==> src/cnsi_defs.svh <==
`ifndef CNSI_DEFS_SVH
`define CNSI_DEFS_SVH

// Core clock rate and the timing figures in seconds and hertz.
`define CNSI_CLK_HZ 64'd250000000
`define CNSI_POWERUP_WIN_S 64'd10
`define CNSI_SETUP_WIN_S 64'd5
`define CNSI_BLINK_HZ 64'd1
`define CNSI_POWERUP_CYCLES (`CNSI_CLK_HZ * `CNSI_POWERUP_WIN_S)
`define CNSI_SETUP_CYCLES (`CNSI_CLK_HZ * `CNSI_SETUP_WIN_S)
`define CNSI_BLINK_HALF_CYCLES (`CNSI_CLK_HZ / (64'd2 * `CNSI_BLINK_HZ))

// Selector values used by the setup procedure.
`define CNSI_SEL_SETUP 7'h00
`define CNSI_SEL_RATE_MAX 7'h08
`define CNSI_SEL_ID_MIN 7'h01
`define CNSI_SEL_ID_MAX 7'h3F

// Function codes, added to the node number to form a message identifier; NMT and SYNC are used alone.
`define CNSI_FC_NMT 11'h000
`define CNSI_FC_SYNC 11'h080
`define CNSI_FC_EMCY 11'h080
`define CNSI_FC_CLOCK_TX 11'h180
`define CNSI_FC_CLOCK_SET_RX 11'h200
`define CNSI_FC_TEMP_TX 11'h280
`define CNSI_FC_GPS_TX 11'h380
`define CNSI_FC_CFG1_REPLY 11'h580
`define CNSI_FC_CFG2_REPLY 11'h5C0
`define CNSI_FC_CFG1_REQ 11'h600
`define CNSI_FC_CFG2_REQ 11'h640
`define CNSI_FC_MONITOR 11'h700

// Configuration transfer commands, objects and abort codes.
`define CNSI_CMD_READ 8'h40
`define CNSI_CMD_READ_REPLY2 8'h4B
`define CNSI_CMD_WRITE_ACK 8'h60
`define CNSI_CMD_ABORT 8'h80
`define CNSI_CMD_WRITE_CLASS 3'h1
`define CNSI_IDX_TEMP 16'h3200
`define CNSI_IDX_RATE 16'h2001
`define CNSI_SUB_ZERO 8'h00
`define CNSI_ABORT_NO_OBJ 32'h06020000
`define CNSI_ABORT_RANGE 32'h06090030
`define CNSI_ABORT_CMD 32'h05040001

// Network state bytes returned to node guarding.
`define CNSI_NMT_PREOP 8'h7F
`define CNSI_NMT_OPER 8'h05

// Frame lengths.
`define CNSI_DLC_FULL 4'h8
`define CNSI_DLC_TEMP 4'h2
`define CNSI_DLC_GUARD 4'h1

`endif

==> src/cnsi_pkg.sv <==
package cnsi_pkg;

    typedef enum logic [1:0] {
        CNSI_ST_CHECK = 2'b00,
        CNSI_ST_RATE = 2'b01,
        CNSI_ST_ID = 2'b10,
        CNSI_ST_RUN = 2'b11
    } cnsi_setup_t;

    typedef enum logic [3:0] {
        CNSI_RATE_1M = 4'b0000,
        CNSI_RATE_500K = 4'b0001,
        CNSI_RATE_250K = 4'b0010,
        CNSI_RATE_125K = 4'b0011,
        CNSI_RATE_100K = 4'b0100,
        CNSI_RATE_50K = 4'b0101,
        CNSI_RATE_20K = 4'b0110,
        CNSI_RATE_10K = 4'b0111,
        CNSI_RATE_800K = 4'b1000
    } cnsi_rate_t;

    typedef enum logic [3:0] {
        CNSI_OBJ_NONE = 4'b0000,
        CNSI_OBJ_NMT = 4'b0001,
        CNSI_OBJ_SYNC = 4'b0010,
        CNSI_OBJ_CLOCK_TX = 4'b0011,
        CNSI_OBJ_TEMP_TX = 4'b0100,
        CNSI_OBJ_GPS_TX = 4'b0101,
        CNSI_OBJ_CLOCK_SET = 4'b0110,
        CNSI_OBJ_CFG1 = 4'b0111,
        CNSI_OBJ_CFG2 = 4'b1000,
        CNSI_OBJ_MONITOR = 4'b1001
    } cnsi_obj_t;

endpackage

==> src/cnsi_node.sv <==
// Overview of operation
// - Temperature via temperature PDO or index 3200.
// - Reply 4Bh, echo index, temperature low first.
// - Setup only if selector 00 within 10s.
// - Setup results stored in non-volatile memory.
// - Blink three indicators 1Hz, 5s rate window.
// - Selector 00..08 decodes to nine bit rates.
// - Commit bit rate when rate window ends.
// - Then only run indicator keeps blinking.
// - Accept node number 01..63 in 5s.
// - Adopt node number, enter pre-operational operation.
// - Written bit rate applies after next reset.
// - Identifier is function code plus node, except NMT and SYNC.
// - Identifier word: length, data flag, node bits.
// - Data flag zero means request without data.
// - Provide PDOs, two config channels, monitoring.
// - Fixed identifiers per object type.
// - PDOs handled only in operational state.
`timescale 1ns/10ps
`include "cnsi_defs.svh"

module cnsi_node #(
    parameter int unsigned POWERUP_CYCLES = 32'(`CNSI_POWERUP_CYCLES),
    parameter int unsigned SETUP_CYCLES = 32'(`CNSI_SETUP_CYCLES),
    parameter int unsigned BLINK_HALF_CYCLES = 32'(`CNSI_BLINK_HALF_CYCLES)
) (
    // Clock, reset, enable
    input wire logic core_clk,
    input wire logic rst_n,
    input wire logic clkEn,
    // Address selector and stored settings
    input wire logic [6:0] addrSelector,
    input wire logic [3:0] nvmBitRate,
    input wire logic [6:0] nvmNodeNumber,
    // Non-volatile memory write strobes
    output logic nvmRateWe,
    output logic [3:0] nvmRateData,
    output logic nvmIdWe,
    output logic [6:0] nvmIdData,
    // Active settings and status
    output cnsi_pkg::cnsi_rate_t bitRate,
    output logic [6:0] nodeNumber,
    output logic nodeRunning,
    input wire logic nmtOperational,
    // Indicators
    output logic errorIndicator,
    output logic runIndicator,
    output logic busActiveIndicator,
    // Temperature and event inputs
    input wire logic [15:0] tempCentiC,
    input wire logic tempPdoReq,
    input wire logic emcyReq,
    input wire logic [15:0] emcyCode,
    // Received frames
    input wire logic rxValid,
    output logic rxReady,
    input wire logic [10:0] rxCobId,
    input wire logic rxDataFlag,
    input wire logic [3:0] rxDlc,
    input wire logic [63:0] rxData,
    // Frames to send
    output logic txValid,
    input wire logic txReady,
    output logic [10:0] txCobId,
    output logic txDataFlag,
    output logic [3:0] txDlc,
    output logic [63:0] txData,
    output logic [15:0] txIdWord
);

    cnsi_pkg::cnsi_setup_t state;
    cnsi_pkg::cnsi_setup_t next_state;
    cnsi_pkg::cnsi_rate_t next_bitRate;
    cnsi_pkg::cnsi_obj_t rxObj;
    logic [31:0] cnt;
    logic [31:0] next_cnt;
    logic [6:0] next_nodeNumber;
    logic next_nvmRateWe;
    logic [3:0] next_nvmRateData;
    logic next_nvmIdWe;
    logic [6:0] next_nvmIdData;
    logic next_errorIndicator;
    logic next_runIndicator;
    logic next_busActiveIndicator;
    logic blink;
    logic blinkRun;
    logic sdoRateWr;
    logic [3:0] sdoRateVal;
    logic [15:0] tempReg;
    logic tempPending;
    logic next_tempPending;
    logic emcyPending;
    logic next_emcyPending;
    logic [15:0] emcyCodeReg;
    logic [15:0] next_emcyCodeReg;
    logic next_txValid;
    logic [10:0] next_txCobId;
    logic next_txDataFlag;
    logic [3:0] next_txDlc;
    logic [63:0] next_txData;
    logic rxFire;
    logic [10:0] nodeExt;
    logic [7:0] rxCmd;
    logic [15:0] rxIndex;
    logic [7:0] rxSub;
    logic [10:0] cfgReplyId;

    assign blinkRun = (state == cnsi_pkg::CNSI_ST_RATE) || (state == cnsi_pkg::CNSI_ST_ID);
    assign nodeRunning = (state == cnsi_pkg::CNSI_ST_RUN);
    assign rxReady = nodeRunning && !txValid;
    assign rxFire = rxValid && rxReady;
    assign nodeExt = {4'h0, nodeNumber};
    assign rxCmd = rxData[7:0];
    assign rxIndex = rxData[23:8];
    assign rxSub = rxData[31:24];
    assign cfgReplyId = (rxObj == cnsi_pkg::CNSI_OBJ_CFG2) ?
        11'(`CNSI_FC_CFG2_REPLY + nodeExt) : 11'(`CNSI_FC_CFG1_REPLY + nodeExt);
    // Length, data flag and node bits.
    assign txIdWord = {txCobId[10:3], nodeNumber[2:0], txDataFlag, txDlc};

    cnsi_blink #(
        .HALF_CYCLES(BLINK_HALF_CYCLES)
    ) u_blink (
        .core_clk(core_clk),
        .rst_n(rst_n),
        .clkEn(clkEn),
        .run(blinkRun),
        .blink(blink)
    );

    cnsi_cob_decode u_decode (
        .cobId(rxCobId),
        .node(nodeNumber),
        .obj(rxObj)
    );

    // Setup procedure, active settings and indicators.
    always_comb begin
        next_state = state;
        next_cnt = cnt;
        next_bitRate = bitRate;
        next_nodeNumber = nodeNumber;
        next_nvmRateWe = 1'b0;
        next_nvmRateData = nvmRateData;
        next_nvmIdWe = 1'b0;
        next_nvmIdData = nvmIdData;
        next_errorIndicator = 1'b0;
        next_runIndicator = 1'b0;
        next_busActiveIndicator = 1'b0;
        case (state)
            cnsi_pkg::CNSI_ST_CHECK: begin
                // Stored settings are taken while waiting, never under reset.
                next_bitRate = cnsi_pkg::cnsi_rate_t'(nvmBitRate);
                next_nodeNumber = nvmNodeNumber;
                next_cnt = cnt + 32'd1;
                if (addrSelector == `CNSI_SEL_SETUP) begin
                    next_state = cnsi_pkg::CNSI_ST_RATE;
                    next_cnt = 32'h0;
                end else if (cnt == POWERUP_CYCLES - 32'd1) begin
                    next_state = cnsi_pkg::CNSI_ST_RUN;
                    next_cnt = 32'h0;
                end
            end
            cnsi_pkg::CNSI_ST_RATE: begin
                next_errorIndicator = blink;
                next_runIndicator = blink;
                next_busActiveIndicator = blink;
                next_cnt = cnt + 32'd1;
                if (cnt == SETUP_CYCLES - 32'd1) begin
                    if (addrSelector <= `CNSI_SEL_RATE_MAX) begin
                        next_bitRate = cnsi_pkg::cnsi_rate_t'(addrSelector[3:0]);
                    end
                    next_nvmRateWe = 1'b1;
                    next_nvmRateData = next_bitRate;
                    next_state = cnsi_pkg::CNSI_ST_ID;
                    next_cnt = 32'h0;
                end
            end
            cnsi_pkg::CNSI_ST_ID: begin
                next_runIndicator = blink;
                next_cnt = cnt + 32'd1;
                if (cnt == SETUP_CYCLES - 32'd1) begin
                    if (addrSelector >= `CNSI_SEL_ID_MIN && addrSelector <= `CNSI_SEL_ID_MAX) begin
                        next_nodeNumber = addrSelector;
                        next_nvmIdWe = 1'b1;
                        next_nvmIdData = addrSelector;
                    end
                    next_state = cnsi_pkg::CNSI_ST_RUN;
                    next_cnt = 32'h0;
                end
            end
            cnsi_pkg::CNSI_ST_RUN: begin
                next_runIndicator = 1'b1;
                next_busActiveIndicator = rxFire || txValid;
                if (sdoRateWr) begin
                    next_nvmRateWe = 1'b1;
                    next_nvmRateData = sdoRateVal;
                end
            end
            default: begin
                next_state = cnsi_pkg::CNSI_ST_CHECK;
            end
        endcase
    end

    always_ff @(posedge core_clk) begin
        if (!rst_n) begin
            state <= cnsi_pkg::CNSI_ST_CHECK;
            cnt <= 32'h0;
            bitRate <= cnsi_pkg::CNSI_RATE_1M;
            nodeNumber <= 7'h00;
            nvmRateWe <= 1'b0;
            nvmRateData <= 4'h0;
            nvmIdWe <= 1'b0;
            nvmIdData <= 7'h00;
            errorIndicator <= 1'b0;
            runIndicator <= 1'b0;
            busActiveIndicator <= 1'b0;
        end else if (clkEn) begin
            state <= next_state;
            cnt <= next_cnt;
            bitRate <= next_bitRate;
            nodeNumber <= next_nodeNumber;
            nvmRateWe <= next_nvmRateWe;
            nvmRateData <= next_nvmRateData;
            nvmIdWe <= next_nvmIdWe;
            nvmIdData <= next_nvmIdData;
            errorIndicator <= next_errorIndicator;
            runIndicator <= next_runIndicator;
            busActiveIndicator <= next_busActiveIndicator;
        end
    end

    // Frame responder. A frame is only taken while the send slot is
    // empty, so a reply can never be lost to back-pressure.
    always_comb begin
        next_txValid = txValid && !txReady;
        next_txCobId = txCobId;
        next_txDataFlag = txDataFlag;
        next_txDlc = txDlc;
        next_txData = txData;
        next_tempPending = tempPending;
        next_emcyPending = emcyPending;
        next_emcyCodeReg = emcyCodeReg;
        sdoRateWr = 1'b0;
        sdoRateVal = rxData[35:32];
        if (!txValid && rxFire) begin
            // Flag one marks a data frame.
            next_txDataFlag = 1'b1;
            next_txDlc = `CNSI_DLC_FULL;
            next_txCobId = cfgReplyId;
            if (rxObj == cnsi_pkg::CNSI_OBJ_CFG1 || rxObj == cnsi_pkg::CNSI_OBJ_CFG2) begin
                next_txValid = 1'b1;
                next_txData = {32'(`CNSI_ABORT_NO_OBJ), rxSub, rxIndex, `CNSI_CMD_ABORT};
                if (rxCmd == `CNSI_CMD_READ && rxIndex == `CNSI_IDX_TEMP &&
                    rxSub == `CNSI_SUB_ZERO) begin
                    next_txData = {16'h0000, tempReg, rxSub, rxIndex, `CNSI_CMD_READ_REPLY2};
                end else if (rxCmd[7:5] == `CNSI_CMD_WRITE_CLASS && rxIndex == `CNSI_IDX_RATE) begin
                    if (rxData[39:32] <= 8'(`CNSI_SEL_RATE_MAX)) begin
                        sdoRateWr = 1'b1;
                        next_txData = {32'h0, rxSub, rxIndex, `CNSI_CMD_WRITE_ACK};
                    end else begin
                        next_txData = {32'(`CNSI_ABORT_RANGE), rxSub, rxIndex, `CNSI_CMD_ABORT};
                    end
                end else if (rxIndex == `CNSI_IDX_TEMP || rxIndex == `CNSI_IDX_RATE) begin
                    next_txData = {32'(`CNSI_ABORT_CMD), rxSub, rxIndex, `CNSI_CMD_ABORT};
                end
            end else if (rxObj == cnsi_pkg::CNSI_OBJ_MONITOR && !rxDataFlag) begin
                next_txValid = 1'b1;
                next_txCobId = 11'(`CNSI_FC_MONITOR + nodeExt);
                next_txDlc = `CNSI_DLC_GUARD;
                next_txData = {56'h0, nmtOperational ? `CNSI_NMT_OPER : `CNSI_NMT_PREOP};
            end else if (rxObj == cnsi_pkg::CNSI_OBJ_TEMP_TX && !rxDataFlag && nmtOperational) begin
                next_tempPending = 1'b1;
            end
        end else if (!txValid && emcyPending) begin
            next_txValid = 1'b1;
            next_txCobId = 11'(`CNSI_FC_EMCY + nodeExt);
            next_txDataFlag = 1'b1;
            next_txDlc = `CNSI_DLC_FULL;
            next_txData = {48'h0, emcyCodeReg};
            next_emcyPending = 1'b0;
        end else if (!txValid && tempPending && nmtOperational && nodeRunning) begin
            next_txValid = 1'b1;
            next_txCobId = 11'(`CNSI_FC_TEMP_TX + nodeExt);
            next_txDataFlag = 1'b1;
            next_txDlc = `CNSI_DLC_TEMP;
            next_txData = {48'h0, tempReg};
            next_tempPending = 1'b0;
        end
        // New events win over a clear in the same cycle.
        if (tempPdoReq && nmtOperational) begin
            next_tempPending = 1'b1;
        end
        if (emcyReq) begin
            next_emcyPending = 1'b1;
            next_emcyCodeReg = emcyCode;
        end
    end

    always_ff @(posedge core_clk) begin
        if (!rst_n) begin
            txValid <= 1'b0;
            txCobId <= 11'h000;
            txDataFlag <= 1'b0;
            txDlc <= 4'h0;
            txData <= 64'h0;
            tempReg <= 16'h0000;
            tempPending <= 1'b0;
            emcyPending <= 1'b0;
            emcyCodeReg <= 16'h0000;
        end else if (clkEn) begin
            txValid <= next_txValid;
            txCobId <= next_txCobId;
            txDataFlag <= next_txDataFlag;
            txDlc <= next_txDlc;
            txData <= next_txData;
            tempReg <= tempCentiC;
            tempPending <= next_tempPending;
            emcyPending <= next_emcyPending;
            emcyCodeReg <= next_emcyCodeReg;
        end
    end

endmodule // cnsi_node

==> src/cnsi_cob_decode.sv <==
`timescale 1ns/10ps
`include "cnsi_defs.svh"

module cnsi_cob_decode (
    // Received identifier and own node number
    input wire logic [10:0] cobId,
    input wire logic [6:0] node,
    // Object class addressed by the identifier
    output cnsi_pkg::cnsi_obj_t obj
);

    logic [10:0] nodeExt;

    assign nodeExt = {4'h0, node};

    always_comb begin
        if (cobId == `CNSI_FC_NMT) begin
            obj = cnsi_pkg::CNSI_OBJ_NMT;
        end else if (cobId == `CNSI_FC_SYNC) begin
            obj = cnsi_pkg::CNSI_OBJ_SYNC;
        end else if (cobId == 11'(`CNSI_FC_CLOCK_TX + nodeExt)) begin
            obj = cnsi_pkg::CNSI_OBJ_CLOCK_TX;
        end else if (cobId == 11'(`CNSI_FC_TEMP_TX + nodeExt)) begin
            obj = cnsi_pkg::CNSI_OBJ_TEMP_TX;
        end else if (cobId == 11'(`CNSI_FC_GPS_TX + nodeExt)) begin
            obj = cnsi_pkg::CNSI_OBJ_GPS_TX;
        end else if (cobId == 11'(`CNSI_FC_CLOCK_SET_RX + nodeExt)) begin
            obj = cnsi_pkg::CNSI_OBJ_CLOCK_SET;
        end else if (cobId == 11'(`CNSI_FC_CFG1_REQ + nodeExt)) begin
            obj = cnsi_pkg::CNSI_OBJ_CFG1;
        end else if (cobId == 11'(`CNSI_FC_CFG2_REQ + nodeExt)) begin
            obj = cnsi_pkg::CNSI_OBJ_CFG2;
        end else if (cobId == 11'(`CNSI_FC_MONITOR + nodeExt)) begin
            obj = cnsi_pkg::CNSI_OBJ_MONITOR;
        end else begin
            obj = cnsi_pkg::CNSI_OBJ_NONE;
        end
    end

endmodule // cnsi_cob_decode

==> src/cnsi_blink.sv <==
`timescale 1ns/10ps

module cnsi_blink #(
    parameter int unsigned HALF_CYCLES = 32'd125000000
) (
    // Clock and control
    input wire logic core_clk,
    input wire logic rst_n,
    input wire logic clkEn,
    input wire logic run,
    // Square wave, high for the first half period after run rises
    output logic blink
);

    logic [31:0] cnt;
    logic [31:0] next_cnt;
    logic next_blink;

    always_comb begin
        next_cnt = cnt;
        next_blink = blink;
        if (!run) begin
            next_cnt = 32'h0;
            next_blink = 1'b1;
        end else if (cnt == HALF_CYCLES - 32'd1) begin
            next_cnt = 32'h0;
            next_blink = ~blink;
        end else begin
            next_cnt = cnt + 32'd1;
        end
    end

    always_ff @(posedge core_clk) begin
        if (!rst_n) begin
            cnt <= 32'h0;
            blink <= 1'b0;
        end else if (clkEn) begin
            cnt <= next_cnt;
            blink <= next_blink;
        end
    end

endmodule // cnsi_blink

==> config.mk <==
export PLATFORM = sky130hd
export DESIGN_NAME = cnsi_node
export DESIGN_NICKNAME = d
export VERILOG_FILES = /design/src/cnsi_pkg.sv /design/src/cnsi_node.sv /design/src/cnsi_cob_decode.sv /design/src/cnsi_blink.sv
export VERILOG_INCLUDE_DIRS = /design/src
export SDC_FILE = /design/constraint.sdc
export NUM_CORES = 1
export LEC_CHECK = 0
export ABC_AREA = 1
export BUFFER_PORTS_ARGS = -buffer_cell sky130_fd_sc_hd__clkbuf_2
export CAP_MARGIN = 20
export CORE_MARGIN = 2
export CORE_UTILIZATION = 54
export DETAILED_ROUTE_END_ITERATION = 7
export HOLD_SLACK_MARGIN = 0.15
export PLACE_DENSITY = 0.81
export SLEW_MARGIN = 30
export SYNTH_ARGS = -nofsm -noshare
export SYNTH_HDL_FRONTEND = slang
export SYNTH_SLANG_ARGS = --single-unit
export TNS_END_PERCENT = 50
==> constraint.sdc <==
create_clock -name core_clk -period 2.1 [get_ports core_clk]
set_input_delay 0.42 -clock core_clk [delete_from_list [all_inputs] [get_ports core_clk]]
set_output_delay 0.42 -clock core_clk [all_outputs]
set_load 0.03 [all_outputs]
* Word level (Yosys, flattened, before mapping) *
Cells that the tools add are included.

cells by class
  $add $sub $neg = 12
  order comparisons = 4
  eq/ne operators = 34
  muxes and demuxes = 83
  bitwise operators = 1
  reductions and logical operators = 48

operator list
  cell                                                    count
  two-way mux 64 bit                                      7
  two-way mux 32 bit                                      5
  equality test 11 bit                                    7
  two-way mux 4 bit                                       17
  two-way mux 11 bit                                      6
  adder 32 x 1 -> 32 bit (second input constant)          2
  case mux 32 bit (2 select lines)                        1
  two-way mux 59 bit                                      1
  two-way mux 58 bit                                      1
  adder 10 x 7 -> 11 bit (first input constant)           3
  equality test 16 x 14 -> 1 bit (second input constant)  2
  equality test 32 x 27 -> 1 bit (second input constant)  1
  equality test 32 x 31 -> 1 bit (second input constant)  1
  equality test 32 bit (second input constant)            1
  two-way mux 1 bit                                       31
  adder 10 x 8 -> 11 bit (first input constant)           2
  adder 11 x 7 -> 11 bit (first input constant)           2
  two-way mux 7 bit                                       3
  logical AND 1 bit                                       16
  case mux 4 bit (2 select lines)                         2
  case mux 7 bit (2 select lines)                         1
  AND reduction 4 bit                                     3
  equality test 11 x 8 -> 1 bit (second input constant)   1
  zero test 11 bit                                        1
  other kinds (34)                                        65

word-level totals
  bits in registers = 209
  word-level logic and storage cells = 204

* Longest topological paths before layout *
  depth after elaboration = 19
  depth in mapped cells = 16
  gate-level depth less buffers = 15

* Cells and area by module *
From an unflattened synthesis, not the netlist that was laid out.

second synthesis, totals
  cell total of the unflattened synthesis = 1547
  area, all modules = 10451.3 sq um

modules (own cells, without submodules)
  module           times used  cells an instance  area each (sq um)
  cnsi_node        1           1173               8134.1
  cnsi_blink       1           297                1978.1
  cnsi_cob_decode  1           77                 339.1

* Worst setup path after synthesis *
Ideal clock, no wire load.

  path kind = flip-flop to flip-flop
  start = register state[0]
  end = register txData[4]
  setup time = 0.117 ns
  arrival time = 2.114 ns
  required time = 1.983 ns
  slack = -0.131 ns
  stages on the path, launching flop included = 17
  path through = dfxtp_1 ha_1 buf_6 inv_2 nor2_4 nand2_4 nand2_2 inv_2 nand2_2 nand2_4 inv_4 nand2_4 inv_8 buf_6 o21ai_2 nor2_1 nor2_1

between the ends
  word-level cells in the longest chain between the ends = 6
  elaborated cells between the ends (all ways) = 9

RTL lines
  item                                                                           RTL line          text
  start: declaration                                                             cnsi_node.sv:71   cnsi_pkg::cnsi_setup_t state;
  start signal: assignment                                                       cnsi_node.sv:208  state <= cnsi_pkg::CNSI_ST_CHECK;
  start signal: assignment                                                       cnsi_node.sv:220  state <= next_state;
  equality test 2 bit (*)                                                        cnsi_node.sv:109  assign nodeRunning = (state == cnsi_pkg::CNSI_ST_RUN);
  named net nodeRunning                                                          cnsi_node.sv:43   output logic nodeRunning,
  logical AND 1 bit (*)                                                          cnsi_node.sv:110  assign rxReady = nodeRunning && !txValid;
  named net rxReady                                                              cnsi_node.sv:56   output logic rxReady,
  logical AND 1 bit (*)                                                          cnsi_node.sv:111  assign rxFire = rxValid && rxReady;
  logical AND 1 bit (*)                                                          cnsi_node.sv:247  if (!txValid && rxFire) begin
  != test 3 x 1 -> 1 bit (no source line) or nonzero test 3 bit (tied branches)  --
  AND reduction 3 bit (no source line)                                           --
  end signal: assignment                                                         cnsi_node.sv:317  txData <= next_txData;
  end: declaration                                                               cnsi_node.sv:67   output logic [63:0] txData,

Mark *: on every way through the listed nets, which the timed path passes. The rest lies on a longest branch.
A chain may end at the register's enable or synchronous reset.

* Worst setup path in the final report *
  start = register txValid
  end = register txData[10]

between the ends
  word-level cells in the longest chain between the ends = 6
  elaborated cells between the ends (all ways) = 13

RTL lines
  item                                                                           RTL line                            text
  start: declaration                                                             cnsi_node.sv:62                     output logic txValid,
  start signal: assignment                                                       cnsi_node.sv:313                    txValid <= next_txValid;
  zero test 1 bit (*)                                                            --
  logical AND 1 bit, on equally long branches                                    cnsi_node.sv:110, cnsi_node.sv:283
  logical AND 1 bit, on equally long branches                                    cnsi_node.sv:111, cnsi_node.sv:283
  logical AND 1 bit, on equally long branches                                    cnsi_node.sv:247, cnsi_node.sv:283
  != test 3 x 1 -> 1 bit (no source line) or nonzero test 3 bit (tied branches)  --
  AND reduction 3 bit (no source line)                                           --

Every way passes the cells marked *; elsewhere a longest branch is shown, timed or not.

==> key figures <==
Outcome
  • Status: finished, final reports clean

STA
  • Final hold violations: 0
  • Unrepaired setup endpoints after global routing: true
  • Least-Margin Pin Slew: approximately 0.53 ns
  • Post-route minimum period: 2.01 ns
  • Final period util: between 90% and 100%
  • Slew margin rel.: between 60 and 70%
  • Clock Skew: about 0.013 ns
  • # setup viols final: 0
  • Max Freq: 498 MHz
  • Max-slew violation count: 0
  • Post-route setup slack: between 0.09 and 0.1 ns

Detailed routing
  • Post-route antenna net violation count: 0
  • Iter 0 DRT Violations: 820
  • Routed WL per cell: 14.6 µm
  • Drt pass-1 iters: 6
  • # DRC: 0
  • Via count: 10400
  • Wirelength, routed: 28.2 mm
  • Drt via density: 5.38

Layout
  • N_diodes: 0
  • Layout area overhead: 20.2%
  • Final #Nets: roughly 1800
  • Design Area, Final: 12100 µm²
  • Share of post-route cells with drive strength above 1: between 20% and 30%

Placement
  • Routability Congestion: a little under 1
  • Post-detail-place hpwl: 20.9 mm
  • Port bufs: 224
  • Cell Area, Placed: around 11000 µm²
  • Pre-CTS WS: -0.0205 ns

Global routing
  • Vias in the first global route: 9170
  • GR Util All Layers: 27.5%
  • Initial antenna violation count: 0
  • First-pass GRT wire length: 44.3 mm
  • Grt total ovfl: 0
  • Pin count of the biggest net entering global routing: 45

Power
  • P per Cell Area: 702 nW/µm²
  • Int Power: 0.00601 W
  • Clock power share: 39.1%
  • Combinational power share: 14.1%
  • Net Sw Power: 0.00249 W
  • Sw frac: around 30%
  • Leak: around 5.2 nW
  • Worst vdd ir: 0.000550 V
  • Power share of the sequential group: 46.8%

Flow run
  • Max_cap viols: 0

Worst setup path
  • WP data required: 2.43 ns
  • R2r setup slk: between 0.09 and 0.1 ns
  • Worst-path maximum fanout: 17
  • Crit path capture type: flip-flop
  • Worst setup SP type: flip-flop
  • Worst r2r dst: txData[10]
  • R2R cell count: 10
  • RR Startpoint: txValid
  • CP arrival: 2.34 ns
  • Crit Path Class: reg2reg

Synthesis
  • Synthesis Warnings: 0
  • Yosys reg bits: 197
  • Post-synthesis async set-or-reset flop share: 0%
  • Cell area after synthesis: 10100 µm²
  • Synth top area cells: dfxtp_1 (39%), nor2_1 (12%), nand2_1 (9.8%), o21ai_0 (5.2%), inv_1 (4.6%)
  • Sequential area share after synthesis: about two fifths
  • Post-synth EDFFs: 0
  • Most used flip-flop cell after synthesis: dfxtp_1
  • Biggest area consumer among synthesized cells: dfxtp_1
  • Top cell type's share of synthesized area: about two fifths
  • Mapped Avg Cell Area: 6.86 µm²
  • Distinct cells, synth: 48
  • Post-Synthesis Cells: 1468

Clocking
  • CTS root buf: clkbuf_16
  • Clock Latency Late Sink: 0.44 ns
  • Clock-pin slew on the worst setup and hold paths: 0.08 ns
  • Clk sinks: slightly below 200
  • CTS tree: built
  • # hold bufs at CTS: 0
  • Largest buffer count on any clock path: 2
  • Depth of the CTS H-tree: 4
  • Inserted Clock Buffers: 17

Floorplanning
  • Top Ports: between 200 and 300
  • Die area: between 15000 and 20000 µm²
  • Row cnt: 49
  • Core outline area: roughly 18000 µm²
  • Chip width: 141 µm
  • Die Y-Extent: around 140 µm
  • Starting Density: 55.5%

Hold path
  • Hold Crit Class: in2reg
  • Hold_sp: tempCentiC[10]
  • WHS Endpoint: tempReg[10]
  • Hold depth: 3
==> worst max path at each step <==
stage	startpoint	to
final	txValid	txData[10]
after detailed placement	rxCobId[2]	txData[3]
after floorplan	state[1]	txData[4]
after CTS	txValid	txData[0]
after global placement	rxData[18]	nvmRateData[0]
after global routing	cnt[1]	cnt[24]
==> cells in the final DEF (no fill, tap or decap), types with 3 or more instances in the layout <==
cell type  instances
inv_6              6
a211oi_1           7
nor2_2            11
a22oi_1           11
clkbuf_2         224
nor3_2             4
buf_12             7
a31oi_1            3
o21ai_1           13
nor4_1            10
a21oi_1           62
nand2_1          262
clkbuf_16         17
dfxtp_1          190
xor2_1            32
nand3_2            4
o21ai_0          103
inv_2              7
nand4_1           34
o21a_1             5
conb_1            11
nor3_1            41
inv_8              4
ha_1               6
nor3b_1            4
nand2_4            4
xnor2_1           14
inv_1            124
clkinv_8           3
nor2_1           307
buf_4             45
nand3_1           77
dfxtp_2            5
nand2_2           10
==> power groups by stage <==
stage / Combinational, W / Clock, W / Sequential (W)
detailed placement: 0.00116 / 0 / 0.00406
global placement: 0.00114 / 0 / 0.00405
global route: 0.00131 / 0.00350 / 0.00399
floorplan: 0.000717 / 0 / 0.00414
CTS: 0.00117 / 0.00336 / 0.00397
finish: 0.00120 / 0.00332 / 0.00398
==> kinds of logic after synthesis <==
kind of cell	after synthesis	share of synthesized area, %
AOI/OAI and AO/OA	215	11.6
xor gates and xnor gates	46	4.00
adders and majority gates	7	0.869
buffers and inverters	224	10.8
DFF	197	39.1
other	1	0.0372
and+or+nand+nor	778	33.5
==> layer usage <==
metal,GRT usage (%),vias to the layer above,routed length [µm]
met5,0,-,0
met4,9.95,0,737
met3,3.94,49,2080
met2,44.8,418,13000
met1,37.4,4755,12400
li1,-,5149,-
==> metrics by stage <==
| step | total power (W) | cells | hold WS [ns] | utilization (%) | TNS [ns] |
|---|---|---|---|---|---|
| after floorplan | 0.00486 | 1478 | 0.436 | - | 0 |
| after global placement | 0.00520 | 1890 | 0.429 | 62.9 | 0 |
| after detailed placement | 0.00522 | 1890 | 0.435 | 62.9 | -0.0658 |
| after CTS | 0.00851 | 1922 | 0.197 | 66.2 | 0 |
| after global routing | 0.00880 | 1928 | 0.202 | 66.7 | -0.0912 |
| final | 0.00850 | 1928 | 0.203 | 66.7 | 0 |
==> synthesized netlist by cell type (2+ instances only) <==
cell      count
nand2_1     263
nand3_2       4
clkbuf_1     21
nor3_1       43
inv_1       124
inv_2         8
nand3_1      77
clkinv_1      2
nor2_1      310
nand2_2       9
nand4_1      34
o21a_1        5
ha_1          7
nor2_2        8
o32ai_1       2
buf_6        11
xnor2_1      14
a22o_1        2
a22oi_1      11
nor2_4        2
buf_2        15
nor3_2        2
buf_4        36
a211oi_1      7
nor3b_1       4
nor4_1       11
nand2_4       4
o31ai_1       2
o21ai_0     104
a21oi_1      62
o211ai_1      2
dfxtp_1     197
nor3b_2       2
o21ai_1      12
buf_1         5
a31oi_1       3
xor2_1       32
==> layout make-up <==
class / count / area (µm²)
Clock inverter: 13 / 159
Sequential cell: 197 / 3960
Tap cell: 229 / 287
Multi-Input combinational cell: 1057 / 5130
Timing Repair inverter: 1 / 8.76
Clock buffer: 19 / 443
Timing Repair Buffer: 276 / 1600
Fill cell: 1647 / 6040
Inverter: 136 / 531
==> sequential cells by signal, indices dropped and copies added (netlist names), 2 cells and up <==
signal       cells
txData          53
nvmIdData        7
state            2
cnt             32
txCobId         11
u_blink.cnt     32
emcyCodeReg     16
nodeNumber       7
txDlc            3
bitRate          4
tempReg         16
nvmRateData      4
==> worst max-delay path: stages, from the launching register on <==
cell and delay, ns:
dfxtp_1 0.59, inv_1 0.09, nand2_1 0.11, inv_1 0.04
nand2_1 0.11, clkinv_1 0.07, buf_4 0.20, a22oi_1 0.33
o21ai_0 0.14, nor2_1 0.17, nor2_1 0.05
==> timing repair <==
| action | 4_1_cts | 5_1_grt |
|---|---|---|
| setup endpoints to repair | 1 | 104 |
| buffers inserted | 0 | 5 |
| pin swaps | 0 | 4 |
| cloned | 0 | 1 |
| resized for setup | 2 | 20 |
(Power assumes the default switching activity.)
